`config.mk`:
```
export PLATFORM = sky130hd
export DESIGN_NAME = cdt_data_transfer_decode
export DESIGN_NICKNAME = d
export VERILOG_FILES = /design/src/cdt_pkg.sv /design/src/cdt_data_transfer_decode.sv
export VERILOG_INCLUDE_DIRS = /design/src
export SDC_FILE = /design/constraint.sdc
export NUM_CORES = 1
export LEC_CHECK = 0
export BUFFER_PORTS_ARGS = -buffer_cell sky130_fd_sc_hd__clkbuf_2
export CAP_MARGIN = 20
export CELL_PAD_IN_SITES_DETAIL_PLACEMENT = 1
export CELL_PAD_IN_SITES_GLOBAL_PLACEMENT = 2
export CORE_UTILIZATION = 42
export CTS_BUF_LIST = sky130_fd_sc_hd__clkbuf_8
export CTS_CLUSTER_SIZE = 28
export DETAILED_ROUTE_END_ITERATION = 7
export PLACE_DENSITY = 0.92
export SYNTH_ARGS = -nofsm -noshare
export SYNTH_HDL_FRONTEND = slang
export SYNTH_SLANG_ARGS = --single-unit
```
`constraint.sdc`:
```
create_clock -name core_clk -period 11.65 [get_ports core_clk]
set_clock_uncertainty 0.1 [all_clocks]
set_input_delay 1.165 -clock core_clk [delete_from_list [all_inputs] [get_ports core_clk]]
set_output_delay 1.165 -clock core_clk [all_outputs]
set_load 0.02 [all_outputs]
```
`src/cdt_consts.svh`:
```
`ifndef CDT_CONSTS_SVH
`define CDT_CONSTS_SVH

// ==========================================================
// instruction repertoire and type index layout
`define CDT_NUM_TYPES 6'h37
`define CDT_T_MOVE 6'h00
`define CDT_T_ARITH_LO 6'h01
`define CDT_T_LOGIC_LO 6'h0F
`define CDT_T_SHIFT_LO 6'h13
`define CDT_T_BIT_LO 6'h1B
`define CDT_T_BRANCH_LO 6'h29
`define CDT_T_BCC 6'h29
`define CDT_T_SYS_LO 6'h2E
`define CDT_T_BLOCK 6'h36

// ==========================================================
// addressing constants
`define CDT_STACK_PTR_IDX 3'h7
`define CDT_AA8_HI 8'hFF
`define CDT_STEP_BYTE 16'h0001
`define CDT_STEP_WORD 16'h0002
`define CDT_BYTE_ZX 8'h00
`define CDT_WORD_MSB 15
`define CDT_BYTE_MSB 7

// ==========================================================
// branch condition codes
`define CDT_C_ALWAYS 4'h0
`define CDT_C_NEVER 4'h1
`define CDT_C_CC 4'h2
`define CDT_C_CS 4'h3
`define CDT_C_NE 4'h4
`define CDT_C_EQ 4'h5
`define CDT_C_VC 4'h6
`define CDT_C_VS 4'h7
`define CDT_C_PL 4'h8
`define CDT_C_MI 4'h9

`endif

```
`src/cdt_pkg.sv`:
```
package cdt_pkg;

  typedef enum logic [2:0] {
    CDT_M_REG = 3'h0,
    CDT_M_IND = 3'h1,
    CDT_M_DISP16 = 3'h2,
    CDT_M_ABS16 = 3'h3,
    CDT_M_ABS8 = 3'h4,
    CDT_M_IMM = 3'h5,
    CDT_M_PRE_DEC = 3'h6,
    CDT_M_POST_INC = 3'h7
  } cdt_mode_t;

  typedef enum logic [2:0] {
    CDT_G_XFER = 3'h0,
    CDT_G_ARITH = 3'h1,
    CDT_G_LOGIC = 3'h2,
    CDT_G_SHIFT = 3'h3,
    CDT_G_BIT = 3'h4,
    CDT_G_BRANCH = 3'h5,
    CDT_G_SYS = 3'h6,
    CDT_G_BLOCK = 3'h7
  } cdt_group_t;

  typedef enum logic [1:0] {
    CDT_S_IDLE = 2'b01,
    CDT_S_MEM = 2'b10
  } cdt_fsm_t;

  typedef struct packed {
    logic n;
    logic z;
    logic v;
    logic c;
  } cdt_flags_t;

  typedef struct packed {
    logic valid;
    logic [5:0] op_type;
    cdt_mode_t mode;
    logic word;
    logic to_mem;
    logic [2:0] rn;
    logic rn_lo;
    logic [2:0] rm;
    logic rm_lo;
    logic [15:0] ext;
    logic [3:0] cond;
  } cdt_instr_t;

  typedef struct packed {
    logic req;
    logic we;
    logic word;
    logic [15:0] addr;
    logic [15:0] wdata;
  } cdt_mem_req_t;

  typedef struct packed {
    cdt_group_t group;
    logic done;
    logic illegal;
    logic branch_taken;
  } cdt_status_t;

  typedef struct packed {
    cdt_fsm_t fsm;
    logic ready;
    logic [7:0][15:0] gpr;
    cdt_flags_t flags;
    cdt_mem_req_t mem;
    cdt_status_t status;
    cdt_instr_t pend;
    logic [15:0] rd_data;
  } cdt_state_t;

endpackage

```
`src/cdt_data_transfer_decode.sv`:
```
`include "cdt_consts.svh"
`timescale 1ns/1ps
`default_nettype none

module cdt_data_transfer_decode (
  input wire logic core_clk,
  input wire logic rst_b,
  input wire cdt_pkg::cdt_instr_t instr,
  output logic instr_ready,
  output cdt_pkg::cdt_mem_req_t mem_o,
  input wire logic mem_ack,
  input wire logic [15:0] mem_rdata,
  input wire logic flags_load,
  input wire cdt_pkg::cdt_flags_t flags_in,
  input wire logic [2:0] rd_sel,
  output logic [15:0] rd_data,
  output cdt_pkg::cdt_flags_t flags_o,
  output cdt_pkg::cdt_status_t status_o
);
  import cdt_pkg::*;

  // ==========================================================
  // helpers

  function automatic cdt_group_t type_group(input logic [5:0] t);
    if (t == `CDT_T_MOVE) return CDT_G_XFER;
    else if (t < `CDT_T_LOGIC_LO) return CDT_G_ARITH;
    else if (t < `CDT_T_SHIFT_LO) return CDT_G_LOGIC;
    else if (t < `CDT_T_BIT_LO) return CDT_G_SHIFT;
    else if (t < `CDT_T_BRANCH_LO) return CDT_G_BIT;
    else if (t < `CDT_T_SYS_LO) return CDT_G_BRANCH;
    else if (t < `CDT_T_BLOCK) return CDT_G_SYS;
    else return CDT_G_BLOCK;
  endfunction

  function automatic logic [15:0] read_op(input logic [15:0] r, input logic word,
                                          input logic lo);
    if (word) return r;
    else if (lo) return {`CDT_BYTE_ZX, r[7:0]};
    else return {`CDT_BYTE_ZX, r[15:8]};
  endfunction

  function automatic logic [15:0] write_op(input logic [15:0] r, input logic word,
                                           input logic lo, input logic [15:0] v);
    if (word) return v;
    else if (lo) return {r[15:8], v[7:0]};
    else return {v[7:0], r[7:0]};
  endfunction

  function automatic cdt_flags_t move_flags(input cdt_flags_t f, input logic word,
                                            input logic [15:0] v);
    cdt_flags_t r;
    r = f;
    r.n = word ? v[`CDT_WORD_MSB] : v[`CDT_BYTE_MSB];
    r.z = word ? (v == 16'h0000) : (v[7:0] == 8'h00);
    r.v = 1'b0;
    return r;
  endfunction

  function automatic logic [15:0] step_of(input logic word);
    return word ? `CDT_STEP_WORD : `CDT_STEP_BYTE;
  endfunction

  function automatic logic cond_true(input logic [3:0] c, input cdt_flags_t f);
    case (c)
      `CDT_C_ALWAYS: return 1'b1;
      `CDT_C_NEVER: return 1'b0;
      `CDT_C_CC: return !f.c;
      `CDT_C_CS: return f.c;
      `CDT_C_NE: return !f.z;
      `CDT_C_EQ: return f.z;
      `CDT_C_VC: return !f.v;
      `CDT_C_VS: return f.v;
      `CDT_C_PL: return !f.n;
      `CDT_C_MI: return f.n;
      default: return 1'b0;
    endcase
  endfunction

  // ==========================================================
  // state

  cdt_state_t q;
  cdt_state_t d;

  logic [15:0] base_r;
  logic [15:0] ea;
  logic [15:0] val;
  logic [15:0] step;
  logic bad_form;

  always_comb begin
    d = q;
    base_r = 16'h0000;
    ea = 16'h0000;
    val = 16'h0000;
    step = 16'h0000;
    bad_form = 1'b0;
    d.status.done = 1'b0;
    d.status.branch_taken = 1'b0;
    d.rd_data = q.gpr[rd_sel];
    // outside flag updates yield to a move setting flags in the same cycle (register moves and loads as they finish, stores at issue)
    if (flags_load) begin
      d.flags = flags_in;
    end
    case (q.fsm)
      CDT_S_IDLE: begin
        if (instr.valid) begin
          d.pend = instr;
          d.status.group = type_group(instr.op_type);
          d.status.illegal = 1'b0;
          base_r = q.gpr[instr.rm];
          step = step_of(instr.word);
          // stack store and load have no code of their own; they arrive as plain moves
          bad_form = (instr.word && instr.mode == CDT_M_ABS8)
                     || (!instr.word && instr.rm == `CDT_STACK_PTR_IDX
                         && (instr.mode == CDT_M_PRE_DEC
                             || instr.mode == CDT_M_POST_INC))
                     || (instr.to_mem && (instr.mode == CDT_M_REG
                                          || instr.mode == CDT_M_IMM));
          case (instr.mode)
            CDT_M_IND: ea = base_r;
            CDT_M_POST_INC: ea = base_r;
            CDT_M_DISP16: ea = 16'(base_r + instr.ext);
            CDT_M_ABS16: ea = instr.ext;
            CDT_M_ABS8: ea = {`CDT_AA8_HI, instr.ext[7:0]};
            CDT_M_PRE_DEC: ea = 16'(base_r - step);
            default: ea = 16'h0000;
          endcase
          if (instr.word) begin
            ea[0] = 1'b0;
          end
          if (instr.op_type >= `CDT_NUM_TYPES) begin
            d.status.illegal = 1'b1;
            d.status.done = 1'b1;
          end else if (instr.op_type == `CDT_T_MOVE) begin
            if (bad_form) begin
              d.status.illegal = 1'b1;
              d.status.done = 1'b1;
            end else if (instr.mode == CDT_M_REG || instr.mode == CDT_M_IMM) begin
              if (instr.mode == CDT_M_REG) begin
                val = read_op(base_r, instr.word, instr.rm_lo);
              end else begin
                val = instr.word ? instr.ext : {`CDT_BYTE_ZX, instr.ext[7:0]};
              end
              d.gpr[instr.rn] = write_op(q.gpr[instr.rn], instr.word, instr.rn_lo, val);
              d.flags = move_flags(d.flags, instr.word, val);
              d.status.done = 1'b1;
            end else begin
              if (instr.mode == CDT_M_PRE_DEC) begin
                // register keeps the exact decremented value; only the bus address is forced even
                d.gpr[instr.rm] = 16'(base_r - step);
              end
              val = read_op(q.gpr[instr.rn], instr.word, instr.rn_lo);
              d.mem.req = 1'b1;
              d.mem.we = instr.to_mem;
              d.mem.word = instr.word;
              d.mem.addr = ea;
              d.mem.wdata = val;
              if (instr.to_mem) begin
                d.flags = move_flags(d.flags, instr.word, val);
              end
              d.ready = 1'b0;
              d.fsm = CDT_S_MEM;
            end
          end else if (instr.op_type == `CDT_T_BCC) begin
            // one type, many conditions
            d.status.branch_taken = cond_true(instr.cond, q.flags);
            d.status.done = 1'b1;
          end else begin
            // other groups only classified here; their datapath lives elsewhere
            d.status.done = 1'b1;
          end
        end
      end
      CDT_S_MEM: begin
        if (mem_ack) begin
          step = step_of(q.pend.word);
          d.mem.req = 1'b0;
          if (q.pend.mode == CDT_M_POST_INC) begin
            d.gpr[q.pend.rm] = 16'(q.gpr[q.pend.rm] + step);
          end
          // loaded value wins over the increment when both hit one register
          if (!q.mem.we) begin
            val = q.pend.word ? mem_rdata : {`CDT_BYTE_ZX, mem_rdata[7:0]};
            d.gpr[q.pend.rn] = write_op(q.gpr[q.pend.rn], q.pend.word, q.pend.rn_lo, val);
            d.flags = move_flags(d.flags, q.pend.word, val);
          end
          d.status.done = 1'b1;
          d.ready = 1'b1;
          d.fsm = CDT_S_IDLE;
        end
      end
      default: begin
        d.fsm = CDT_S_IDLE;
        d.ready = 1'b1;
        d.mem.req = 1'b0;
      end
    endcase
  end

  always_ff @(posedge core_clk or negedge rst_b) begin
    if (!rst_b) begin
      q <= '0;
      q.fsm <= CDT_S_IDLE;
      q.ready <= 1'b1;
    end else begin
      q <= d;
    end
  end

  // ==========================================================
  // outputs straight from the state register

  assign instr_ready = q.ready;
  assign mem_o = q.mem;
  assign rd_data = q.rd_data;
  assign flags_o = q.flags;
  assign status_o = q.status;

endmodule

`default_nettype wire

```
# After elaboration in Yosys (flattened, before gate mapping)
# Cells that the tools add are included.
dict set report classes {
  addsub 3
  multipliers 0
  div_mod_pow 0
  n_lt_le_gt_ge 16
  eq_ne 27
  shift 0
  mux 102
  bitwise 3
  n_reduce_logical 32
}
# operator count
set ops {}
lappend ops {{$mux 16} 39}
lappend ops {{$bwmux 128} 4}
lappend ops {{$mux 128} 4}
lappend ops {{$mux 170} 3}
lappend ops {{$mux 132} 2}
lappend ops {{$pmux 132 s2} 1}
lappend ops {{$bmux 16 s3} 5}
lappend ops {{$mux 216} 1}
lappend ops {{$demux 16 s3} 4}
lappend ops {{$mux 136} 1}
lappend ops {{$pmux 16 s5} 1}
lappend ops {{$logic_not 16->1} 3}
lappend ops {{$mux 41} 1}
lappend ops {{$mux 35} 1}
lappend ops {{$logic_not 8->1} 3}
lappend ops {{$lt 3x4->1 const B} 5}
lappend ops {{$eq 3x3->1 const B} 6}
lappend ops {{$lt 6x6->1 const B} 3}
lappend ops {{$mux 1} 17}
lappend ops {{$add 16x16->16} 1}
lappend ops {{$add 16x2->16} 1}
lappend ops {{$eq 4x3->1 const B} 4}
lappend ops {{$mux 8} 2}
lappend ops {{$sub 16x2->16} 1}
lappend ops {{other kinds (31)} 70}
dict set report word_totals {
  reg_bits 232
  latch_bits 0
  ramBits 0
  mem_bits_ro 0
  elab_cells 218
  memories 0
}

# Longest topological paths before layout
# Gate-level depths: netlist of run 1.
dict set report logic_depth {
  word_depth 26
  depth_mapped 19
  mapped_depth_nobuf 15
}

# Worst setup path before layout of run 1
# Ideal clock, no wire load.
dict set report synth_timing {
  path_kind {in2reg}
  start {input port instr[22] (netlist name)}
  end {register q[221] (netlist name)}
  setup_time_ns 0.131
  arrival_ns 4.503
  required_time_ns 11.419
  slack_ns 6.916
  cell_stages 17
  n_path_buf 4
  path_cell_list {buf_6 -> buf_2 -> buf_2 -> mux4_2 -> a22oi_1 -> o21a_1 -> ha_1 -> inv_1 -> fa_1 -> nor2_1 -> nor4b_4 -> nand2_1 -> xnor2_1 -> buf_2 -> a211oi_1 -> o21ai_1 -> nand4_1}
}
dict set report synth_between {
  elab_chain_len 26
  elab_cells_between_ends 41
  classes_between {add/sub (1); order compare (2); eq/ne (2); mux (30); reduce/logical (6)}
}
# item line_no
set synth_lines {}
lappend synth_lines {{start: declaration} cdt_data_transfer_decode.sv:8} ;# input wire cdt_pkg::cdt_instr_t instr,
lappend synth_lines {{$bmux 16 s3} cdt_data_transfer_decode.sv:112} ;# base_r = q.gpr[instr.rm];
lappend synth_lines {{$mux 16 (implied by the code)} cdt_data_transfer_decode.sv:112}
lappend synth_lines {{$mux 8} cdt_data_transfer_decode.sv:39} ;# else if (lo) return {`CDT_BYTE_ZX, r[7:0]};
lappend synth_lines {{$mux 16} cdt_data_transfer_decode.sv:38} ;# if (word) return r;
lappend synth_lines {{$mux 16} cdt_data_transfer_decode.sv:141} ;# if (instr.mode == CDT_M_REG) begin
lappend synth_lines {{$mux 16} cdt_data_transfer_decode.sv:140} ;# end else if (instr.mode == CDT_M_REG || instr.mode == CDT_M_IMM) begin
lappend synth_lines {{$mux 16} cdt_data_transfer_decode.sv:137} ;# if (bad_form) begin
lappend synth_lines {{$mux 16} cdt_data_transfer_decode.sv:136} ;# end else if (instr.op_type == `CDT_T_MOVE) begin
lappend synth_lines {{[... 10 more ...]} --}
lappend synth_lines {{$mux 16} cdt_data_transfer_decode.sv:106} ;# case (q.fsm)
lappend synth_lines {{$bwmux 128} cdt_data_transfer_decode.sv:146} ;# d.gpr[instr.rn] = write_op(q.gpr[instr.rn], instr.word, instr.rn_lo, val);
lappend synth_lines {{$mux 132} cdt_data_transfer_decode.sv:140}
lappend synth_lines {{$mux 170} cdt_data_transfer_decode.sv:137}
lappend synth_lines {{$mux 170} cdt_data_transfer_decode.sv:136}
lappend synth_lines {{$mux 170} cdt_data_transfer_decode.sv:133} ;# if (instr.op_type >= `CDT_NUM_TYPES) begin
lappend synth_lines {{$mux 216} cdt_data_transfer_decode.sv:108} ;# if (instr.valid) begin
lappend synth_lines {{$pmux 132 s2} cdt_data_transfer_decode.sv:106}
lappend synth_lines {{end: declaration} cdt_data_transfer_decode.sv:83} ;# cdt_state_t q;
# Parallel ways exist; a longest one is shown, timed or not. The select of a mux whose other input is x is not followed.
# A chain may end at the register's enable or synchronous reset.

# Final worst setup path of run 1
dict set report layout_timing {
  start {input port instr[22] (netlist name)}
  end {register q[160] (netlist name)}
}
# The elaborated chain is that of the path after synthesis.

==> results.md, run 1 <==
- Outcome: finished, final reports clean
- Root Buffer Master: clkbuf_8
- Routed wire length: 140,000 um
- Final-report hold violation count: 0
- Minimum clock period: 5950 ps
- Syn Nets: 2,808
- Placement row count: 83
- Post-synth EDFFs: 0
- Worst Setup EP: q[160]$_DFFE_PN0P_
- Crit path cell chain: clkbuf_2, buf_4, nor2b_1, a22oi_1, o22ai_1, ha_1, a211o_1, nor4_4, nand3_1, xnor2_1, nor2_1, a221oi_1, a21oi_1
- Max frequency: 168 MHz
- Nets: 2,825
- First-pass GRT wire length: 196,000 um
- Post-CTS Hold Fix Bufs: 0
- Later-pin clock latency in the skew report: 700 ps
- Detailed placer's ending HPWL: 97,900 um
- Asr flop ratio synth: 100%
- CP Capture Type: flop
- Top-area cell type share of the netlist area: 23.1%
- P per Cell Area: 141 mW/mm2
- Worst reg-to-reg setup slack: 6380 ps
- IO Pins: 129
- Final TNS setup: 0 ps
- Die height: 230 um
- Slew margin rel.: 11.7%
- Initial Utilization: 42.5%
- Die area: 0.0527 mm2
- Worst min-delay path category: flop to flop
- Max-Cap Viols: 0
- P_sw: 1.76 mW
- # clock sinks: 202
- Top post-synthesis cells by area: dfrtp_1, mux4_2, nand2_1, o21ai_0, a21oi_1
- Worst-path clk slew: 60 ps
- Setup bufs post-CTS: 0
- Layout Cells excl Fill: 3,448
- Vias in the first global route: 26,062
- CP startpoint: instr[22]
- Worst setup SP type: input port
- GPL Wtd Cong: 1.11
- Critical Path RT: 12,090 ps
- Layout cell share with drive strength beyond 1: 20.0%
- CTS buffer count: 44
- Wire length per cell: 40.5 um
- Post-route ant nets: 0
- RSZ-0062 raised after global routing: no
- Dominant register cell in the synthesized netlist: dfrtp_1
- CP max stage delay: 750 ps
- Number of DRC markers in iteration 0: 4,319
- H-tree depth: 2
- Core Footprint: 0.0512 mm2
- Placed insts: 3,356
- Sequential share of power: 23.8%
- CTS tree: done
- #FFs+latches synth: 202
- DR DRC count: 0
- Post-CTS resize count: 0
- Fin. max-slew vios: 0
- GRT overflow: 0
- Clk pwr share: 24.8%
- Worst vdd ir: 127 uV
- Fill cell count: 6,233
- Post-Syn Area per Cell: 8.01 um2
- Pre-antenna DRT Iters: 7
- Synth-to-Final Area Change: 10.2%
- Synth cell types: 91
- Synth Instances: 2,717
- Int Pwr: 1.63 mW
- Initial antenna violation count: 10
- Post-Syn Area: 0.0218 mm2
- Final setup viols: 0
- Largest net degree at the start of global routing: 84
- Part of the Yosys area used for sequential elements: 23.2%
- Crit path max fanout: 47
- Crit Path Category: input port to flop
- Total track usage: 52.0%
- Via Count: 26,831
- R2r worst-path depth: 14
- Leakage: 9.55 nW
- YS warnings: 0
- Post-synth top area cell: dfrtp_1
- Critical-path top delay cell: o22ai_1
- Combinational Power Share: 51.4%
- Worst R2R End: q[143]$_DFFE_PN0P_
- CP Data Arrival Time: 6390 ps
- Sw frac: 51.9%
- Die Span X: 230 um
- R2R Path Start: q[133]$_DFFE_PN0P_
- Tcrit/Tclk final: 51.1%
- Via density: 7.78
- Worst-Margin Slew: 1320 ps
- I/O Buffers: 128
- CTS Buffer Depth: 3
power groups by stage:
stage / registers [mW] / logic, mW / clock network [mW]
global route: 0.808 / 1.74 / 0.861
detailed placement: 0.814 / 1.61 / 0
floorplan: 0.789 / 0.924 / 0
CTS: 0.802 / 1.61 / 0.834
finish: 0.807 / 1.74 / 0.838
global placement: 0.811 / 1.55 / 0
final cells by class:
cell class	instances	area [um2]	area share, %
clock inverter	20	139	0.579
antenna	9	22.5	0.0939
timing repair buffer	263	1780	7.41
multi-input combinational	2187	15300	63.8
inverter	36	135	0.564
sequential	202	5060	21.1
tap	680	851	3.55
clock buffer	51	702	2.93
how the worst min path moves through the flow:
stage,from,to,slack [ps],cells past startpoint
after floorplan,mem_o[11]$_DFFE_PN0P_,mem_o[11]$_DFFE_PN0P_,340,2
after global placement,mem_o[15]$_DFFE_PN0P_,mem_o[15]$_DFFE_PN0P_,360,2
after detailed placement,mem_o[0]$_DFFE_PN0P_,mem_o[0]$_DFFE_PN0P_,370,2
after CTS,mem_o[0]$_DFFE_PN0P_,mem_o[0]$_DFFE_PN0P_,380,2
after global routing,mem_o[5]$_DFFE_PN0P_,mem_o[5]$_DFFE_PN0P_,400,2
final,mem_o[0]$_DFFE_PN0P_,mem_o[0]$_DFFE_PN0P_,380,2
cell usage in the layout (no fill, tap or decap), types with 18 or more instances in the layout:
cell | netlist | routed
nor2_1 | 201 | 190
a31oi_1 | 31 | 31
clkbuf_8 | 0 | 51
nor2b_1 | 18 | 18
nand2_1 | 380 | 379
mux2i_1 | 73 | 73
nand3_1 | 65 | 65
xnor2_1 | 27 | 27
dfrtp_1 | 201 | 197
ha_1 | 21 | 21
o21ai_1 | 20 | 19
nor3_1 | 44 | 38
mux4_2 | 104 | 104
clkbuf_2 | 2 | 127
inv_1 | 32 | 45
a22oi_1 | 57 | 57
o211ai_1 | 45 | 45
o21ai_0 | 270 | 270
o221ai_1 | 40 | 40
a211oi_1 | 57 | 57
a21oi_1 | 267 | 266
mux2_2 | 57 | 57
o22ai_1 | 21 | 21
a221oi_1 | 47 | 47
a22o_1 | 27 | 27
buf_4 | 61 | 125
a221o_1 | 37 | 37
layer usage:
| metal | wire, um | track usage, % | up-vias |
|---|---|---|---|
| met5 | 27 | 0 | - |
| met4 | 12200 | 37.4 | 4 |
| met3 | 22900 | 24.7 | 740 |
| met2 | 55600 | 71.9 | 2534 |
| met1 | 49100 | 62.6 | 13188 |
| li1 | - | - | 10365 |
cell families (layout without fill, tap and decap cells):
family                   Yosys count  in the layout  share of synthesized area (%)
AO/OA/AOI/OAI                   1049           1049                           31.5
XOR/XNOR                          42             42                           1.73
other                              0              9                              0
buffers and inverters            328            370                           7.06
multiplexers                     244            244                           18.1
flip-flops                       202            202                           23.2
adder cells (fa/ha/maj)           24             24                           1.48
AND/OR/NAND/NOR                  828            828                           16.9
registers in the layout, summed over array words and instances (netlist names):
name and count:
mem_o 35, rd_data 16, q 141, status_o 6, flags_o 4
Yosys cell counts (31+ instances only):
| master | instances |
|---|---|
| a221oi_1 | 47 |
| a22oi_1 | 57 |
| a31oi_1 | 31 |
| dfrtp_1 | 201 |
| a21oi_1 | 267 |
| mux4_2 | 104 |
| mux2_2 | 57 |
| inv_1 | 32 |
| a221o_1 | 37 |
| o221ai_1 | 40 |
| nor2_1 | 201 |
| o21ai_0 | 270 |
| nand2_1 | 380 |
| buf_4 | 61 |
| mux2i_1 | 73 |
| nor3_1 | 44 |
| clkbuf_1 | 177 |
| nand3_1 | 65 |
| o211ai_1 | 45 |
| a211oi_1 | 57 |
critical path, delay by kind of cell:
family	cells	cell delay [ps]
AOI/OAI and AO/OA	5	1840
and+or+nand+nor	4	1560
adders and majority gates	1	380
buffers and inverters	2	680
xor gates and xnor gates	1	730
per-stage QoR:
stage / setup WS (ps) / utilization [%] / cell area, um2 / hold slack, ps / power, mW
CTS: 6020 / 46.5 / 23800 / 381 / 3.25
finish: 5700 / 46.8 / 24000 / 380 / 3.39
global placement: 5440 / 44.7 / 22900 / 355 / 2.37
detailed placement: 5320 / 44.8 / 23000 / 367 / 2.42
floorplan: 6920 / - / 21800 / 340 / 1.71
global route: 5670 / 46.8 / 24000 / 405 / 3.41
(Power assumes the default switching activity.)
==> run 2, diff against run 1 <==
- ABC_AREA: default -> 1
- CORE_UTILIZATION: 42 -> 34
- PLACE_DENSITY: 0.92 -> 0.87
- clock period: 11.65 -> 5.8 ns (I/O delays scaled with it)
==> run 2 against run 1 <==
- count of clock-buffer cells in the layout grew 5
- sequential share of layout area shrank 2.5 points
- first-iteration DRC count grew 10%
- hold slack lost 340 ps
- combinational power grew 120%
- area after synthesis grew 14%
- sequential power grew 120%
- wire length grew 15%
- sequential cell count is the same
- core utilization shrank 9.1 points
- global-route usage shrank 9.5 points
- register-to-register slack lost 5000 ps
- critical path type is now flop to flop
- largest cell class unchanged
==> results.md, run 2 <==
- Outcome: finished, final reports clean
- YS warnings: 0 (unchanged)
- Post-Syn Area per Cell: 5.58 um2 (-30%)
- Dominant register cell in the synthesized netlist: dfrtp_1
- Part of the Yosys area used for sequential elements: 20.4% (-2.9 points)
- H-tree depth: 2 (unchanged)
- Later-pin clock latency in the skew report: 720 ps (+20 ps)
- Pre-antenna DRT Iters: 6 (-1)
- Die Span X: 272 um (+19%)
- Routed wire length: 161,000 um (+15%)
- Die height: 272 um (+19%)
- CTS buffer count: 46 (+4.5%)
- Top cells by count, synth: nand2_1, a21oi_1, o21ai_0
- Worst setup SP type: flop
- CP Capture Type: flop
- Post-synth EDFFs: 0 (unchanged)
- Final-report hold violation count: 0 (unchanged)
- Met1 Use GR: 53.7% (-8.9 points)
- Core Footprint: 0.0719 mm2 (+40%)
- Asr flop ratio synth: 100% (unchanged)
- CTS tree: done
- Top post-synthesis cells by area: nand2_1, dfrtp_1, a21oi_1, o21ai_0, nand3_1
- Number of DRC markers in iteration 0: 4,755 (+10%)
- Layout cell share with drive strength beyond 1: 9.94% (-10 points)
- CP startpoint: q[37]$_DFFE_PN0P_
- I/O Buffers: 128 (unchanged)
- Synth-to-Final Area Change: 9.25%
- Largest net degree at the start of global routing: 109 (+30%)
- Number of flip-flops under the largest register name: 141 (unchanged)
- Most used routing layer: met2
- CTS Buffer Depth: 3 (unchanged)
- Post-Syn Area: 0.0248 mm2 (+14%)
- Syn Nets: 4,537 (+62%)
- Critical-path top delay cell: dfrtp_2
- Leakage: 13.2 nW (+38%)
- Worst-Margin Slew: 1170 ps (-158 ps)
- # clock sinks: 202 (unchanged)
- Commonest non-fill, non-tap cell in the layout: nand2_1
- Top-count cell post-synth: nand2_1
- Fin. max-slew vios: 0 (unchanged)
- GPL Wtd Cong: 1.09 (-1.6%)
- HP Start: instr[33]
- Max frequency: 226 MHz
- Worst vdd ir: 203 uV (+60%)
- CP Data Arrival Time: 4910 ps (-1480 ps)
- Die area: 0.0741 mm2 (+41%)
- Setup bufs post-CTS: 0 (unchanged)
- #FFs+latches synth: 202 (unchanged)
- First-pass GRT wire length: 231,000 um (+18%)
- Post-route ant nets: 0 (unchanged)
- DR DRC count: 0 (unchanged)
- Post-synth top area cell: nand2_1
- Synth Instances: 4,446 (+64%)
- IO Pins: 129 (unchanged)
- Synth cell types: 64 (-30%)
- Minimum clock period: 4430 ps
- Critical Path RT: 6280 ps (-5810 ps)
- Via density: 6.33 (-19%)
- Slew margin rel.: 22.1% (+10 points)
- Tcrit/Tclk final: 76.3%
- Worst-path clk slew: 70 ps (about the same)
- Detailed placer's ending HPWL: 111,000 um (+14%)
- Initial Utilization: 34.5% (-7.9 points)
- Wire length per cell: 29.8 um (-26%)
- Total track usage: 42.5% (-9.5 points)
- R2R Path Start: q[37]$_DFFE_PN0P_
- Crit path max fanout: 33 (-30%)
- Crit Path Category: flop to flop
- Crit path cell chain: inv_1, nand3_2, inv_1, a22oi_1, nand4_1, ha_1, a21oi_1, nor2_2, nand2_2, nor2_4, xnor2_2, nor2_1, o21bai_1, nand2_1, nand2_1, nand2_1
- Root Buffer Master: clkbuf_8
- GR Util met3: 13.6% (-11 points)
- GRT overflow: 0 (unchanged)
- Hold slack: 36.0 ps (-344 ps)
- Final TNS setup: 0 ps (unchanged)
- Nets: 4,494 (+59%)
- P per Cell Area: 281 mW/mm2 (+99%)
- Via Count: 34,131 (+27%)
- Vias in the first global route: 32,395 (+24%)
- Max-Cap Viols: 0 (unchanged)
- CP max stage delay: 820 ps (+70 ps)
- Placement row count: 98 (+18%)
- Largest register by flop count: q
- Worst min-delay path category: input port to flop
- Initial antenna violation count: 11 (+1)
- RSZ-0062 raised after global routing: no
- Commonest cells after routing, fill and taps aside: nand2_1, a21oi_1, o21ai_0
- Final setup viols: 0 (unchanged)
- Global-route met2 utilization: 61.6% (-10 points)
- Top-area cell type share of the netlist area: 24.6% (+1.5 points)
- Crit-path most repeated cell: nand2_1
[run 2: report_power, final]
group          switching [mW]  total, mW  internal [mW]
sequential              0.211       1.75           1.54
combinational            3.01       3.87          0.864
clock                   0.902       2.01           1.10
total                    4.12       7.63           3.51
[run 2: layer usage]
| layer | part of all wire, % | vias to the layer above |
|---|---|---|
| met4 | 7.6 | 10 |
| met3 | 13 | 650 |
| met5 | 0.040 | - |
| met2 | 41 | 2324 |
| met1 | 39 | 16525 |
| li1 | - | 14622 |
[run 2: through the flow]
stage,instances,utilization [%],power (mW),cell area (um2),setup slack [ps]
4_1_cts,5381,37.6,7.41,27000,1610
5_1_grt,5388,37.7,7.79,27100,1290
6_report,5391,37.7,7.63,27100,1370
3_5_place_dp,5297,36.1,5.40,25900,1390
2_1_floorplan,4446,-,3.84,24800,2520
3_3_place_gp,5294,36.0,5.35,25900,1470
[run 2: cell type report]
class	instances	area [um2]
antenna	5	12.5
multi-input combinational	3514	16600
inverter	380	1440
clock buffer	56	771
tap	950	1190
timing repair buffer	259	1800
fill	9980	44700
sequential	202	5060
clock inverter	25	264
[run 2: final timing paths]
path	end	slack, ps	depth (start not counted)
max	q[108]$_DFFE_PN0P_	1370	16
min	status_o[0]$_DFF_PN0_	40	3
max reg2reg	q[108]$_DFFE_PN0P_	1370	16
min reg2reg	mem_o[32]$_DFFE_PN0P_	390	2
max in group asynchronous	q[132]$_DFFE_PN0P_	3850	3
min in group asynchronous	status_o[5]$_DFFE_PN0P_	350	2
[run 2: critical path: cells and delay by family, from the launching register on]
family                     cells  cell delay (ps)
AOI/OAI and AO/OA              3              800
xor gates and xnor gates       1              520
adders and majority gates      1              310
buffers and inverters          2              530
DFF                            1              820
and+or+nand+nor                9             1190
[run 2: cell families (layout without fill, tap and decap cells)]
group                      Yosys count  count (layout)  synth area share [%]
and+or+nand+nor                   2249            2249                  37.2
AOI/OAI and AO/OA                 1227            1227                  27.4
buffers and inverters              730             720                  13.0
DFF                                202             202                  20.4
adders and majority gates           24              24                  1.30
xor gates and xnor gates            12              12                 0.590
muxes                                2               2                0.0857
other                                0               5                     0
[run 2: what timing repair did]
item,CTS,global route
resized for setup,0,0
endpoints found under the hold margin,85,0
hold buffers,3,0
